### src/logic/fpe_pkg.sv
// Constants, offsets and modes shared by the feeder protection elements.
package fpe_pkg;

  // ---------------------------------------------------------------
  // Element function modes
  // ---------------------------------------------------------------
  typedef enum logic [2:0] {
    FN_OFF = 3'h0,
    FN_TRIP = 3'h1,
    FN_ALARM = 3'h2,
    FN_LATCH = 3'h3,
    FN_CTRL = 3'h4
  } fpe_func_e;

  // ---------------------------------------------------------------
  // Register byte offsets
  // ---------------------------------------------------------------
  localparam logic [7:0] A_FD_CFG = 8'h00;
  localparam logic [7:0] A_FD_LVL = 8'h04;
  localparam logic [7:0] A_BF_CFG = 8'h08;
  localparam logic [7:0] A_BF_DLY = 8'h0c;
  localparam logic [7:0] A_RP_CFG = 8'h10;
  localparam logic [7:0] A_RP_DLY = 8'h14;
  localparam logic [7:0] A_NC_CFG = 8'h18;
  localparam logic [7:0] A_NC_LVL = 8'h1c;
  localparam logic [7:0] A_PF_CFG0 = 8'h20;
  localparam logic [7:0] A_PF_DLY0 = 8'h24;
  localparam logic [7:0] A_PF_CFG1 = 8'h28;
  localparam logic [7:0] A_PF_DLY1 = 8'h2c;
  localparam logic [7:0] A_CMD = 8'h30;
  localparam logic [7:0] A_STAT = 8'h34;
  localparam logic [1:0] RESP_OKAY = 2'h0;
  localparam logic [1:0] RESP_SLVERR = 2'h2;

  // ---------------------------------------------------------------
  // Timing: delays count 10 ms ticks, neutral delay counts seconds
  // ---------------------------------------------------------------
  localparam int unsigned CLK_PERIOD_NS = 50;
  localparam int unsigned TICK_PERIOD_MS = 10;
  localparam int unsigned TICK_CYCLES = TICK_PERIOD_MS * 1000000 / CLK_PERIOD_NS;
  localparam int unsigned SEC_TICKS = 100;

  // ---------------------------------------------------------------
  // Setting ranges and values after reset
  // ---------------------------------------------------------------
  localparam logic [15:0] FD_RATE_MIN = 16'h0001;
  localparam logic [15:0] FD_RATE_MAX = 16'h0032;
  localparam logic [15:0] FD_RATE_RST = 16'h000a;
  localparam logic [15:0] FD_PU_MIN = 16'h07d0;
  localparam logic [15:0] FD_PU_MAX = 16'h1964;
  localparam logic [15:0] FD_PU_RST = 16'h170c;
  localparam logic [15:0] FD_DLY_MAX = 16'hea60;
  localparam logic [15:0] FD_DLY_RST = 16'h00c8;
  localparam logic [15:0] SUP_MAX = 16'h007d;
  localparam logic [15:0] FD_V_RST = 16'h0046;
  localparam logic [15:0] NC_PU_MIN = 16'h0005;
  localparam logic [15:0] NC_PU_MAX = 16'h07d0;
  localparam logic [15:0] NC_PU_RST = 16'h0064;
  localparam logic [15:0] NC_DLY_MAX = 16'hea60;
  localparam logic [15:0] NC_DLY_RST = 16'h0002;
  localparam logic [15:0] V30 = 16'h001e;
  localparam logic [15:0] BF_I_RST = 16'h0064;
  localparam logic [15:0] BF_DLY_RST = 16'h000a;
  localparam logic [15:0] RP_PU_RST = 16'h0010;
  localparam logic [15:0] RP_DLY_RST = 16'h0064;
  localparam logic [7:0] PF_PU_RST = 8'h50;
  localparam logic [7:0] PF_DR_RST = 8'h5a;
  localparam logic [15:0] PF_DLY_RST = 16'h01f4;

endpackage : fpe_pkg

### src/logic/fpe_top.sv
// Feeder protection and monitoring elements with an AXI4-Lite setting port.
//
// Summary of operation
// [RULE1] Decay element modes: off, trip, alarm, latch, control.
// [RULE2] Each element drives chosen aux relays 3-7.
// [RULE3] Decay rate 0.1 to 5.0 Hz/s.
// [RULE4] Decay pickup 20.00 to 65.00 Hz.
// [RULE5] Decay delay 0 to 600.00 s.
// [RULE6] Decay minimum voltage 0 to 1.25 VT.
// [RULE7] Decay minimum current 0 to 1.25 CT.
// [RULE8] Breaker fails if current persists after delays.
// [RULE9] Failure drives relays and forces reclose lockout.
// [RULE10] First failure timer starts on trip.
// [RULE11] Second timer needs trip, first expired, current.
// [RULE12] Reverse power above pickup operates after delay.
// [RULE13] Neutral level element has no trip mode.
// [RULE14] Neutral pickup 0.05 to 20.00 CT.
// [RULE15] Neutral delay 0 to 60000 s.
// [RULE16] One three-phase average power factor feeds both.
// [RULE17] Power factor below pickup operates element.
// [RULE18] Resets after above dropout for delay.
// [RULE19] Needs all voltages over 30%, some current.
// [RULE20] Timers run only with voltage and condition.
// [RULE21] Voltage loss resets both power factor elements.
// [RULE22] Decay blocked below minimum current.
// [RULE23] Decay blocked below minimum voltage.
// [RULE24] Decay timer runs on low frequency, fast fall.
// [RULE25] Latched alarm holds until reset command.
//
// Design decisions made here: the AXI4-Lite slave port and the register offsets.
`timescale 1ns/1ps

module fpe_top #(
  parameter int unsigned TICK_CYCLES = fpe_pkg::TICK_CYCLES
) (
  // Clock and reset.
  input wire logic CLK,
  input wire logic RESET_N,
  // Measurements, 0.01 Hz, 0.1 Hz/s, 0.01 x CT, 0.01 x VT, signed 0.01 PF.
  input wire logic [15:0] FREQ,
  input wire logic [7:0] FREQ_FALL_RATE,
  input wire logic [15:0] IA,
  input wire logic [15:0] IB,
  input wire logic [15:0] IC,
  input wire logic [15:0] IN,
  input wire logic [15:0] VA,
  input wire logic [15:0] VB,
  input wire logic [15:0] VC,
  input wire logic [15:0] REAL_POWER,
  input wire logic [7:0] PFA,
  input wire logic [7:0] PFB,
  input wire logic [7:0] PFC,
  input wire logic TRIP_CMD,
  // Outputs to relay drivers and reclose logic.
  output logic TRIP,
  output logic ALARM,
  output logic CONTROL,
  output logic [4:0] AUX_RELAYS,
  output logic BF_DECLARED,
  output logic AR_LOCKOUT,
  // AXI4-Lite slave.
  input wire logic [7:0] S_AXI_AWADDR,
  input wire logic S_AXI_AWVALID,
  output logic S_AXI_AWREADY,
  input wire logic [31:0] S_AXI_WDATA,
  input wire logic [3:0] S_AXI_WSTRB,
  input wire logic S_AXI_WVALID,
  output logic S_AXI_WREADY,
  output logic [1:0] S_AXI_BRESP,
  output logic S_AXI_BVALID,
  input wire logic S_AXI_BREADY,
  input wire logic [7:0] S_AXI_ARADDR,
  input wire logic S_AXI_ARVALID,
  output logic S_AXI_ARREADY,
  output logic [31:0] S_AXI_RDATA,
  output logic [1:0] S_AXI_RRESP,
  output logic S_AXI_RVALID,
  input wire logic S_AXI_RREADY
);

  // ---------------------------------------------------------------
  // State
  // ---------------------------------------------------------------
  typedef struct packed {
    logic [17:0] tick;
    logic [6:0] sec;
    fpe_pkg::fpe_func_e fd_func;
    logic [4:0] fd_rel;
    logic [15:0] fd_rate, fd_pu, fd_dly, fd_v, fd_i, fd_t;
    logic [4:0] bf_rel;
    logic [15:0] bf_i, bf_d1, bf_d2, bf1_t, bf2_t;
    logic rp_en;
    logic [4:0] rp_rel;
    logic [15:0] rp_pu, rp_dly, rp_t;
    fpe_pkg::fpe_func_e nc_func;
    logic [4:0] nc_rel;
    logic [15:0] nc_pu, nc_dly, nc_t;
    logic [1:0][4:0] pf_rel;
    logic [1:0][7:0] pf_pu, pf_dr;
    logic [1:0][15:0] pf_dly, pf_t;
    logic [1:0] pf_op;
    logic [7:0] pf_avg;
    logic fd_lat, nc_lat, lock;
    logic [5:0] st;
    logic trip, alarm, ctrl;
    logic [4:0] aux;
    logic bvalid, rvalid;
    logic [1:0] bresp, rresp;
    logic [31:0] rdata;
  } fpe_state_s;

  fpe_state_s q;
  fpe_state_s d;

  // Clamp a setting into its legal range.
  function automatic logic [15:0] lim(input logic [15:0] v, input logic [15:0] lo, input logic [15:0] hi);
    lim = (v < lo) ? lo : ((v > hi) ? hi : v);
  endfunction : lim

  // Delay timer: clears when idle, steps on the time base up to its delay.
  function automatic logic [15:0] tmr(input logic [15:0] t, input logic run, input logic step,
                                      input logic [15:0] dly);
    tmr = !run ? 16'h0 : ((step && t < dly) ? t + 16'h1 : t);
  endfunction : tmr

  // Unknown codes fall back to disabled so a bad write cannot arm an element.
  function automatic fpe_pkg::fpe_func_e fn(input logic [2:0] c, input logic no_trip);
    fn = (c > 3'h4 || (no_trip && c == 3'h1)) ? fpe_pkg::FN_OFF : fpe_pkg::fpe_func_e'(c);
  endfunction : fn

  // Read view of every register.
  function automatic logic [31:0] rw(input fpe_state_s s, input logic [7:0] a);
    case (a)
      fpe_pkg::A_FD_CFG: rw = {s.fd_dly, 2'h0, s.fd_rate[5:0], s.fd_rel, s.fd_func};
      fpe_pkg::A_FD_LVL: rw = {s.fd_i[7:0], s.fd_v[7:0], s.fd_pu};
      fpe_pkg::A_BF_CFG: rw = {s.bf_i, 11'h0, s.bf_rel};
      fpe_pkg::A_BF_DLY: rw = {s.bf_d2, s.bf_d1};
      fpe_pkg::A_RP_CFG: rw = {s.rp_pu, 10'h0, s.rp_en, s.rp_rel};
      fpe_pkg::A_RP_DLY: rw = {16'h0, s.rp_dly};
      fpe_pkg::A_NC_CFG: rw = {s.nc_dly, 8'h0, s.nc_rel, s.nc_func};
      fpe_pkg::A_NC_LVL: rw = {16'h0, s.nc_pu};
      fpe_pkg::A_PF_CFG0, fpe_pkg::A_PF_CFG1: rw = {8'h0, s.pf_dr[a[3]], s.pf_pu[a[3]], 3'h0, s.pf_rel[a[3]]};
      fpe_pkg::A_PF_DLY0, fpe_pkg::A_PF_DLY1: rw = {16'h0, s.pf_dly[a[3]]};
      fpe_pkg::A_STAT: rw = {18'h0, s.aux, s.nc_lat, s.fd_lat, s.lock, s.st};
      default: rw = 32'h0;
    endcase
  endfunction : rw

  // ---------------------------------------------------------------
  // Element conditions
  // ---------------------------------------------------------------
  logic wr, rd, clr, tick, sec, i_any, v30;
  logic fd_run, fd_op, bf_e1, bf_run2, bf_fail, rp_run, rp_op, nc_run, nc_op;
  logic [16:0] rp_mag;
  logic [9:0] pf_sum;
  logic [31:0] wmask, m;

  // Both write channels are taken together; no new request while an answer waits.
  assign wr = S_AXI_AWVALID && S_AXI_WVALID && !q.bvalid;
  assign rd = S_AXI_ARVALID && !q.rvalid;
  assign clr = wr && S_AXI_AWADDR == fpe_pkg::A_CMD && S_AXI_WSTRB[0] && S_AXI_WDATA[0];
  assign wmask = {{8{S_AXI_WSTRB[3]}}, {8{S_AXI_WSTRB[2]}}, {8{S_AXI_WSTRB[1]}}, {8{S_AXI_WSTRB[0]}}};
  assign m = (rw(q, S_AXI_AWADDR) & ~wmask) | (S_AXI_WDATA & wmask);
  assign tick = q.tick == 18'(TICK_CYCLES - 1);
  assign sec = tick && q.sec == 7'(fpe_pkg::SEC_TICKS - 1);
  assign i_any = |{IA, IB, IC};
  assign v30 = VA > fpe_pkg::V30 && VB > fpe_pkg::V30 && VC > fpe_pkg::V30;

  // Frequency decay with voltage and current supervision.
  assign fd_run = q.fd_func != fpe_pkg::FN_OFF // [RULE1]
    && (IA >= q.fd_i || IB >= q.fd_i || IC >= q.fd_i) // [RULE22]
    && (VA >= q.fd_v || VB >= q.fd_v || VC >= q.fd_v) // [RULE23]
    && FREQ < q.fd_pu && {8'h0, FREQ_FALL_RATE} > q.fd_rate; // [RULE24]
  assign fd_op = fd_run && q.fd_t >= q.fd_dly; // [RULE24]

  // Breaker failure with two cascaded timers.
  assign bf_e1 = TRIP_CMD && q.bf1_t >= q.bf_d1;
  assign bf_run2 = bf_e1 && (IA > q.bf_i || IB > q.bf_i || IC > q.bf_i); // [RULE11]
  assign bf_fail = bf_run2 && q.bf2_t >= q.bf_d2; // [RULE8]

  // Reverse power compares the magnitude of negative real power.
  assign rp_mag = ~{REAL_POWER[15], REAL_POWER} + 17'h1;
  assign rp_run = q.rp_en && REAL_POWER[15] && rp_mag > {1'b0, q.rp_pu}; // [RULE12]
  assign rp_op = rp_run && q.rp_t >= q.rp_dly;

  // Neutral level; a trip code is never stored for it.
  assign nc_run = q.nc_func != fpe_pkg::FN_OFF && IN >= q.nc_pu;
  assign nc_op = nc_run && q.nc_t >= q.nc_dly;
  assign pf_sum = {{2{PFA[7]}}, PFA} + {{2{PFB[7]}}, PFB} + {{2{PFC[7]}}, PFC};

  // ---------------------------------------------------------------
  // Next state
  // ---------------------------------------------------------------
  always_comb begin
    d = q;
    // Shared time base; long delays trade resolution for small counters.
    d.tick = tick ? 18'h0 : q.tick + 18'h1;
    d.sec = sec ? 7'h0 : (tick ? q.sec + 7'h1 : q.sec);
    d.fd_t = tmr(q.fd_t, fd_run, tick, q.fd_dly); // [RULE5]
    d.bf1_t = tmr(q.bf1_t, TRIP_CMD, tick, q.bf_d1); // [RULE10]
    d.bf2_t = tmr(q.bf2_t, bf_run2, tick, q.bf_d2); // [RULE11]
    d.rp_t = tmr(q.rp_t, rp_run, tick, q.rp_dly); // [RULE12]
    d.nc_t = tmr(q.nc_t, nc_run, sec, q.nc_dly); // [RULE15]
    d.pf_avg = 8'($signed(pf_sum) / 10'sd3); // [RULE16]
    // Two power factor stages with pickup and dropout hysteresis.
    for (int n = 0; n < 2; n++) begin
      d.pf_t[n] = tmr(q.pf_t[n], v30 && (q.pf_op[n] ? $signed(q.pf_avg) > $signed(q.pf_dr[n]) // [RULE20]
                  : ($signed(q.pf_avg) < $signed(q.pf_pu[n]) && i_any)), tick, q.pf_dly[n]); // [RULE19]
      if (!v30) begin
        d.pf_op[n] = 1'b0; // [RULE21]
      end else if (d.pf_t[n] == q.pf_t[n] && q.pf_t[n] >= q.pf_dly[n] && (q.pf_op[n] ?
                   $signed(q.pf_avg) > $signed(q.pf_dr[n]) : ($signed(q.pf_avg) < $signed(q.pf_pu[n]) && i_any))) begin
        d.pf_op[n] = !q.pf_op[n]; // [RULE17] [RULE18]
        d.pf_t[n] = 16'h0;
      end
    end
    // A new event wins over a clear arriving in the same cycle.
    d.fd_lat = (fd_op && q.fd_func == fpe_pkg::FN_LATCH) || (q.fd_lat && !clr); // [RULE25]
    d.nc_lat = (nc_op && q.nc_func == fpe_pkg::FN_LATCH) || (q.nc_lat && !clr); // [RULE25]
    d.lock = bf_fail || (q.lock && !clr); // [RULE9]
    d.st = {d.pf_op, nc_op, rp_op, bf_fail, fd_op};
    d.trip = fd_op && q.fd_func == fpe_pkg::FN_TRIP; // [RULE1]
    d.alarm = (fd_op && q.fd_func == fpe_pkg::FN_ALARM) || d.fd_lat || (nc_op && q.nc_func == fpe_pkg::FN_ALARM)
              || d.nc_lat;
    d.ctrl = (fd_op && q.fd_func == fpe_pkg::FN_CTRL) || (nc_op && q.nc_func == fpe_pkg::FN_CTRL);
    d.aux = ({5{fd_op || d.fd_lat}} & q.fd_rel) | ({5{bf_fail}} & q.bf_rel) | ({5{rp_op}} & q.rp_rel) // [RULE2]
            | ({5{nc_op || d.nc_lat}} & q.nc_rel) | ({5{d.pf_op[0]}} & q.pf_rel[0])
            | ({5{d.pf_op[1]}} & q.pf_rel[1]);
    // Register writes; decay and neutral settings are clamped into their legal ranges.
    if (wr) begin
      d.bvalid = 1'b1;
      d.bresp = (S_AXI_AWADDR[1:0] == 2'h0 && S_AXI_AWADDR <= fpe_pkg::A_STAT) ? fpe_pkg::RESP_OKAY
                : fpe_pkg::RESP_SLVERR;
      case (S_AXI_AWADDR)
        fpe_pkg::A_FD_CFG: begin
          d.fd_func = fn(m[2:0], 1'b0); // [RULE1]
          d.fd_rel = m[7:3];
          d.fd_rate = lim({10'h0, m[13:8]}, fpe_pkg::FD_RATE_MIN, fpe_pkg::FD_RATE_MAX); // [RULE3]
          d.fd_dly = lim(m[31:16], 16'h0, fpe_pkg::FD_DLY_MAX); // [RULE5]
        end
        fpe_pkg::A_FD_LVL: begin
          d.fd_pu = lim(m[15:0], fpe_pkg::FD_PU_MIN, fpe_pkg::FD_PU_MAX); // [RULE4]
          d.fd_v = lim({8'h0, m[23:16]}, 16'h0, fpe_pkg::SUP_MAX); // [RULE6]
          d.fd_i = lim({8'h0, m[31:24]}, 16'h0, fpe_pkg::SUP_MAX); // [RULE7]
        end
        fpe_pkg::A_BF_CFG: begin
          d.bf_rel = m[4:0];
          d.bf_i = m[31:16];
        end
        fpe_pkg::A_BF_DLY: begin
          d.bf_d1 = m[15:0];
          d.bf_d2 = m[31:16];
        end
        fpe_pkg::A_RP_CFG: begin
          d.rp_rel = m[4:0];
          d.rp_en = m[5];
          d.rp_pu = m[31:16];
        end
        fpe_pkg::A_RP_DLY: d.rp_dly = m[15:0];
        fpe_pkg::A_NC_CFG: begin
          d.nc_func = fn(m[2:0], 1'b1); // [RULE13]
          d.nc_rel = m[7:3];
          d.nc_dly = lim(m[31:16], 16'h0, fpe_pkg::NC_DLY_MAX); // [RULE15]
        end
        fpe_pkg::A_NC_LVL: d.nc_pu = lim(m[15:0], fpe_pkg::NC_PU_MIN, fpe_pkg::NC_PU_MAX); // [RULE14]
        fpe_pkg::A_PF_CFG0, fpe_pkg::A_PF_CFG1: begin
          d.pf_rel[S_AXI_AWADDR[3]] = m[4:0];
          d.pf_pu[S_AXI_AWADDR[3]] = m[15:8];
          d.pf_dr[S_AXI_AWADDR[3]] = m[23:16];
        end
        fpe_pkg::A_PF_DLY0, fpe_pkg::A_PF_DLY1: d.pf_dly[S_AXI_AWADDR[3]] = m[15:0];
        default: begin
        end
      endcase
    end else if (S_AXI_BREADY) begin
      d.bvalid = 1'b0;
    end
    // Register reads answer one cycle after the address is taken.
    if (rd) begin
      d.rvalid = 1'b1;
      d.rdata = rw(q, S_AXI_ARADDR);
      d.rresp = (S_AXI_ARADDR[1:0] == 2'h0 && S_AXI_ARADDR <= fpe_pkg::A_STAT) ? fpe_pkg::RESP_OKAY
                : fpe_pkg::RESP_SLVERR;
    end else if (S_AXI_RREADY) begin
      d.rvalid = 1'b0;
    end
    // Synchronous reset loads the documented setting defaults.
    if (!RESET_N) begin
      d = '0;
      d.fd_func = fpe_pkg::FN_OFF;
      d.nc_func = fpe_pkg::FN_OFF;
      d.fd_rate = fpe_pkg::FD_RATE_RST;
      d.fd_pu = fpe_pkg::FD_PU_RST;
      d.fd_dly = fpe_pkg::FD_DLY_RST;
      d.fd_v = fpe_pkg::FD_V_RST;
      d.bf_i = fpe_pkg::BF_I_RST;
      d.bf_d1 = fpe_pkg::BF_DLY_RST;
      d.bf_d2 = fpe_pkg::BF_DLY_RST;
      d.rp_pu = fpe_pkg::RP_PU_RST;
      d.rp_dly = fpe_pkg::RP_DLY_RST;
      d.nc_pu = fpe_pkg::NC_PU_RST;
      d.nc_dly = fpe_pkg::NC_DLY_RST;
      d.pf_pu = {2{fpe_pkg::PF_PU_RST}};
      d.pf_dr = {2{fpe_pkg::PF_DR_RST}};
      d.pf_dly = {2{fpe_pkg::PF_DLY_RST}};
    end
  end

  // State register.
  always_ff @(posedge CLK) begin
    q <= d;
  end

  // Outputs straight from state; the ready signals come from the request decode.
  assign TRIP = q.trip;
  assign ALARM = q.alarm;
  assign CONTROL = q.ctrl;
  assign AUX_RELAYS = q.aux;
  assign BF_DECLARED = q.st[1];
  assign AR_LOCKOUT = q.lock;
  assign S_AXI_AWREADY = wr;
  assign S_AXI_WREADY = wr;
  assign S_AXI_BVALID = q.bvalid;
  assign S_AXI_BRESP = q.bresp;
  assign S_AXI_ARREADY = rd;
  assign S_AXI_RVALID = q.rvalid;
  assign S_AXI_RDATA = q.rdata;
  assign S_AXI_RRESP = q.rresp;
endmodule : fpe_top

### config.mk
export PLATFORM = sky130hd
export DESIGN_NAME = fpe_top
export DESIGN_NICKNAME = d
export VERILOG_FILES = /design/src/logic/fpe_pkg.sv /design/src/logic/fpe_top.sv
export SDC_FILE = /design/constraint.sdc
export NUM_CORES = 2
export LEC_CHECK = 0
export BUFFER_PORTS_ARGS = -buffer_cell sky130_fd_sc_hd__buf_2
export CELL_PAD_IN_SITES_DETAIL_PLACEMENT = 2
export CELL_PAD_IN_SITES_GLOBAL_PLACEMENT = 2
export CORE_UTILIZATION = 36
export DETAILED_ROUTE_END_ITERATION = 10
export PLACE_DENSITY = 0.92
export SYNTH_ARGS = -nofsm -noshare
export SYNTH_HDL_FRONTEND = slang
export SYNTH_SLANG_ARGS = --single-unit
### constraint.sdc
create_clock -name CLK -period 8.9 [get_ports CLK]
set_clock_uncertainty 0.1 [all_clocks]
set_input_delay 1.335 -clock CLK [delete_from_list [all_inputs] [get_ports CLK]]
set_output_delay 1.335 -clock CLK [all_outputs]
set_load 0.01 [all_outputs]
; ---- Word level (Yosys, flattened, before mapping)
; Index checks and enable logic that the tools add are counted.
[totals]
reg_bits = 495
in_bits = 236
out_inout_bits = 51
word_cells = 329
[classes]
bitwise = 17
muxes = 60
n_div = 1
magnitude_cmp = 50
n_addsub = 12
reduce_logical = 101
eq_ne = 37
[op_table]
columns = cell, count
row1 = case mux 32 bit (11 select lines), 2
row2 = 2-to-1 mux 16 bit, 19
row3 = greater-or-equal comparator 16 bit, 14
row4 = < comparator 16 bit, 8
row5 = "adder 16 x 1 -> 16 bit, second input constant", 7
row6 = "equality test 8 x 6 -> 1 bit, second input constant", 11
row7 = 2-to-1 mux 8 bit, 11
row8 = bitwise AND 32 bit, 2
row9 = "equality test 8 x 5 -> 1 bit, second input constant", 8
row10 = logical AND 1 bit, 50
row11 = greater-than comparator 16 bit, 3
row12 = "greater-than comparator 16 x 5 -> 1 bit, second input constant", 3
row13 = OR reduction 48 bit, 1
row14 = bitwise mux 16 bit, 2
row15 = bitwise mux 32 bit, 1
row16 = equality test 16 bit, 2
row17 = "equality test 8 x 4 -> 1 bit, second input constant", 4
row18 = inverter 32 bit, 1
row19 = OR 32 bit, 1
row20 = bitwise AND 5 bit, 6
row21 = AND reduction 2 bit, 15
row22 = 2-to-1 mux 5 bit, 5
row23 = OR 5 bit, 5
row24 = "adder 18 x 1 -> 18 bit, second input constant", 1
row25 = 45 further kinds, 96

; ---- Depth between registers and ports, before layout
[logic_depth]
ltp_word = 17
ltp_mapped = 28
ltp_nobuf = 26

; ---- Worst setup path before layout
; No wires, ideal clock.
[synth_path]
kind = input-to-reg
startpoint = input port PFA[1]
endpoint = register q[59] (netlist name)
path_buffers = 1
slack_ns = 2.191
required_time_ns = 8.676
arrival_ns = 6.485
cell_stages = 27
cell_sequence = inv_1 fa_1 inv_1 ha_1 inv_1 fa_1 and3_1 a211o_1 a221o_1 a21oi_1 xnor2_1 a32oi_1 o21ai_1 buf_2 o221ai_1 o31ai_1 a21oi_1 or2_2 ha_1 a31o_1 a21o_1 o21ai_1 ha_1 nand2_1 a211oi_1 a211o_1 a21oi_1
[synth_between]
elab_chain_cells = 3
[synth_rtl]
columns = item, line
row1 = from (decl), fpe_top.sv:50  ; input wire logic [7:0] PFA,
row2 = adder 8 x 8 -> 9 bit, fpe_top.sv:189  ; assign pf_sum = {{2{PFA[7]}}, PFA} + {{2{PFB[7]}}, PFB} + {{2{PFC[7]}}, PFC};
row3 = adder 9 x 8 -> 10 bit, fpe_top.sv:189
row4 = divider 10 x 3 -> 10 bit, fpe_top.sv:204  ; d.pf_avg = 8'($signed(pf_sum) / 10'sd3);
row5 = to (signal assigned), fpe_top.sv:311  ; q <= d;
row6 = to (decl), fpe_top.sv:112  ; fpe_state_s q;
; No other way between the ends.
; A chain may end at the register's enable or synchronous reset.

; ---- Worst setup path after layout
; Same ends and word-level chain as after synthesis.

==> qor.yml <==
status: "finished clean"
drt-wirelength-per-cell_um: 32.2
min_period_ns: 6.96
worst_skew_pair.late_latency_ns: 0.69
syn_area_sq_um: 31500
synth_area_leaders: "dfxtp_1 30%, ha_1 12%, nand2_1 5.2%, nor2_1 5.1%, a21oi_1 5.0%"
largest_register_ffs: 419
via_per_inst: 6.65
largest_register: "q"
hold_violations: 0
synth_top_cell_area_share: 0.296
finalSetupViolCount: 0
slowest_delay_ns: 0.48
cts_tree: "yes"
numCtsBuffers: 55
gp_congestion: 1.01
antenna_found_initial: 21
synth_edf_count: 0
ctsResizeCount: 0
hold_depth: 2
finalSetupTns_ns: 0
die_x_um: 298
crit_path_start_kind: "input port"
ff_latch_area_sq_um: 9310
yosys.area.top_type: "dfxtp_1"
via_count: 35602
fin_crit_sh: 0.782
worst_pin_slew_ns: 1.34
drt_iter0_drc: 4051
drive_gt1_frac: 0.129
fillCellCount: 9717
wl_um: 172000
crit_cells: 28
grt_setup_unrepaired: "no"
post-dp-hpwl_um: 117000
synth_cell_types: 108
grt_start_max_net_pins: 88
synth.avg_cell_area_sq_um: 7.88
crit_path_end_kind: "flop"
path_max_fanout: 16
ir_worst_vdd_mv: 0.154
cts_sinks: 465
ctsLongestPathBuffers: 3
grt_pass1_vias: 39352
cp_slowest_cell: "o21a_1"
p_per_area_nw_per_um2: 174
ioPinCount: 287
multiInputGateArea_sq_um: 20000
dieArea_sq_um: 88600
max_freq_ghz: 0.144
pre_cts_ws_ns: 1.32
finalMaxSlewViolations: 0
dominantRegCellSynth: "dfxtp_1"
grt_usage: 0.378
hp-class: "reg2reg"
port_buffers: 284
syn-instance-count: 3991
ys_warn_count: 0
rows: 108
crit_arrival_ns: 7.38
drc: 0
nNetsFinal: 4709
max_slew_margin: 0.101
clkTransAtPathRegs_ns: 0.06
floorplan.initialDensity: 0.363
grt_pass1_wl_um: 257000
path_class: "in2reg"
antenna_left: 0
leakage_nw: 14.3
maxCapViolCount: 0
required_ns: 9.32
core-area_sq_um: 86600
htreeDepth: 2
clock_tree.root_cell: "clkbuf_16"
cts_hold_buf: 0
crit_family: "compound AO/OA/AOI/OAI gates"
rr_worst_depth: 13
cp_num_buf_inv: 5
ys_async_sr_fraction: 0
die_y_um: 298
setup_ws_ns: 1.94
ys_seq_area_frac: 0.296
post-synth-top-count-cell: "dfxtp_1"
drtPass1Iterations: 9
area_growth_pct: 13.4
cts_setup_buffers: 0
synth_common_cells: "465 x dfxtp_1, 436 x nand2_1, 426 x nor2_1"
gr-total-overflow: 0
synth-seq-cells: 465
[through the flow]
step	power (mW)	utilization	hold slack, ns	std cells	area, sq um
detailed placement	3.78	0.391	0.359	5250	33800
global placement	3.66	0.391	0.345	5250	33800
global route	6.43	0.412	0.401	5348	35700
CTS	6.19	0.412	0.387	5348	35700
finish	6.22	0.412	0.384	5352	35700
floorplan	3.26	-	0.326	3992	31500
[power by group]
part / switching, mW / leakage (nW) / internal, mW
registers: 0.0417 / 3.75 / 2.11
clock network: 1.06 / 0.903 / 1.37
logic: 1.03 / 9.64 / 0.612
[tightest hold or removal path, cell delays in order, from the launching register on]
cell     delay [ns]
dfxtp_1        0.32
nand2_1        0.06
a21oi_1        0.06
[cell usage in the layout (no fill, tap or decap), types with 64 or more instances in the layout]
cell type	count
buf_4	71
a21oi_1	317
nor3_1	64
o21ai_0	162
buf_2	283
nand4_1	84
nand2_1	436
ha_1	312
a21o_1	64
dfxtp_1	465
o211ai_1	64
inv_1	290
nand3_1	105
nor2_1	418
xor2_1	71
a22oi_1	79
[final timing paths]
| kind | slack, ns | startpoint | end |
|---|---|---|---|
| worst min-delay path | 0.38 | q[134]$_SDFFE_PN0P_ | q[134]$_SDFFE_PN0P_ |
| worst min register to register | 0.38 | q[134]$_SDFFE_PN0P_ | q[134]$_SDFFE_PN0P_ |
| worst max register to register | 3.69 | q[160]$_SDFFE_PN0P_ | AUX_RELAYS[0]$_SDFF_PN0_ |
| worst max-delay path | 1.94 | PFA[1] | q[59]$_SDFF_PN0_ |
[final cells by class]
type                            instances  area share
Antenna cell                            4    0.000280
Sequential cell                       465       0.261
Clock buffer                           79      0.0451
Tap cell                             1155      0.0405
Inverter                              292      0.0309
Clock inverter                         19     0.00613
Multi-Input combinational cell       2984       0.562
Timing Repair Buffer                  354      0.0546
[per-layer routing]
layer,vias up,share of wire,GRT usage,wire length [um]
li1,14670,-,-,-
met1,17599,0.35,0.412,60900
met2,2315,0.45,0.611,77900
met3,984,0.11,0.124,18200
met4,34,0.088,0.285,15300
met5,-,0.0013,0,216
[kinds of logic after synthesis]
| group | count (synthesis) | synth area share |
|---|---|---|
| AO/OA/AOI/OAI | 1043 | 0.223 |
| adder cells (fa/ha/maj) | 321 | 0.130 |
| other | 1 | 0.000119 |
| XOR/XNOR | 137 | 0.0390 |
| buffers and inverters | 543 | 0.0714 |
| flip-flops | 465 | 0.296 |
| multiplexers | 62 | 0.0280 |
| AND/OR/NAND/NOR | 1419 | 0.213 |
No activity file was read; power rests on OpenSTA's default activity.
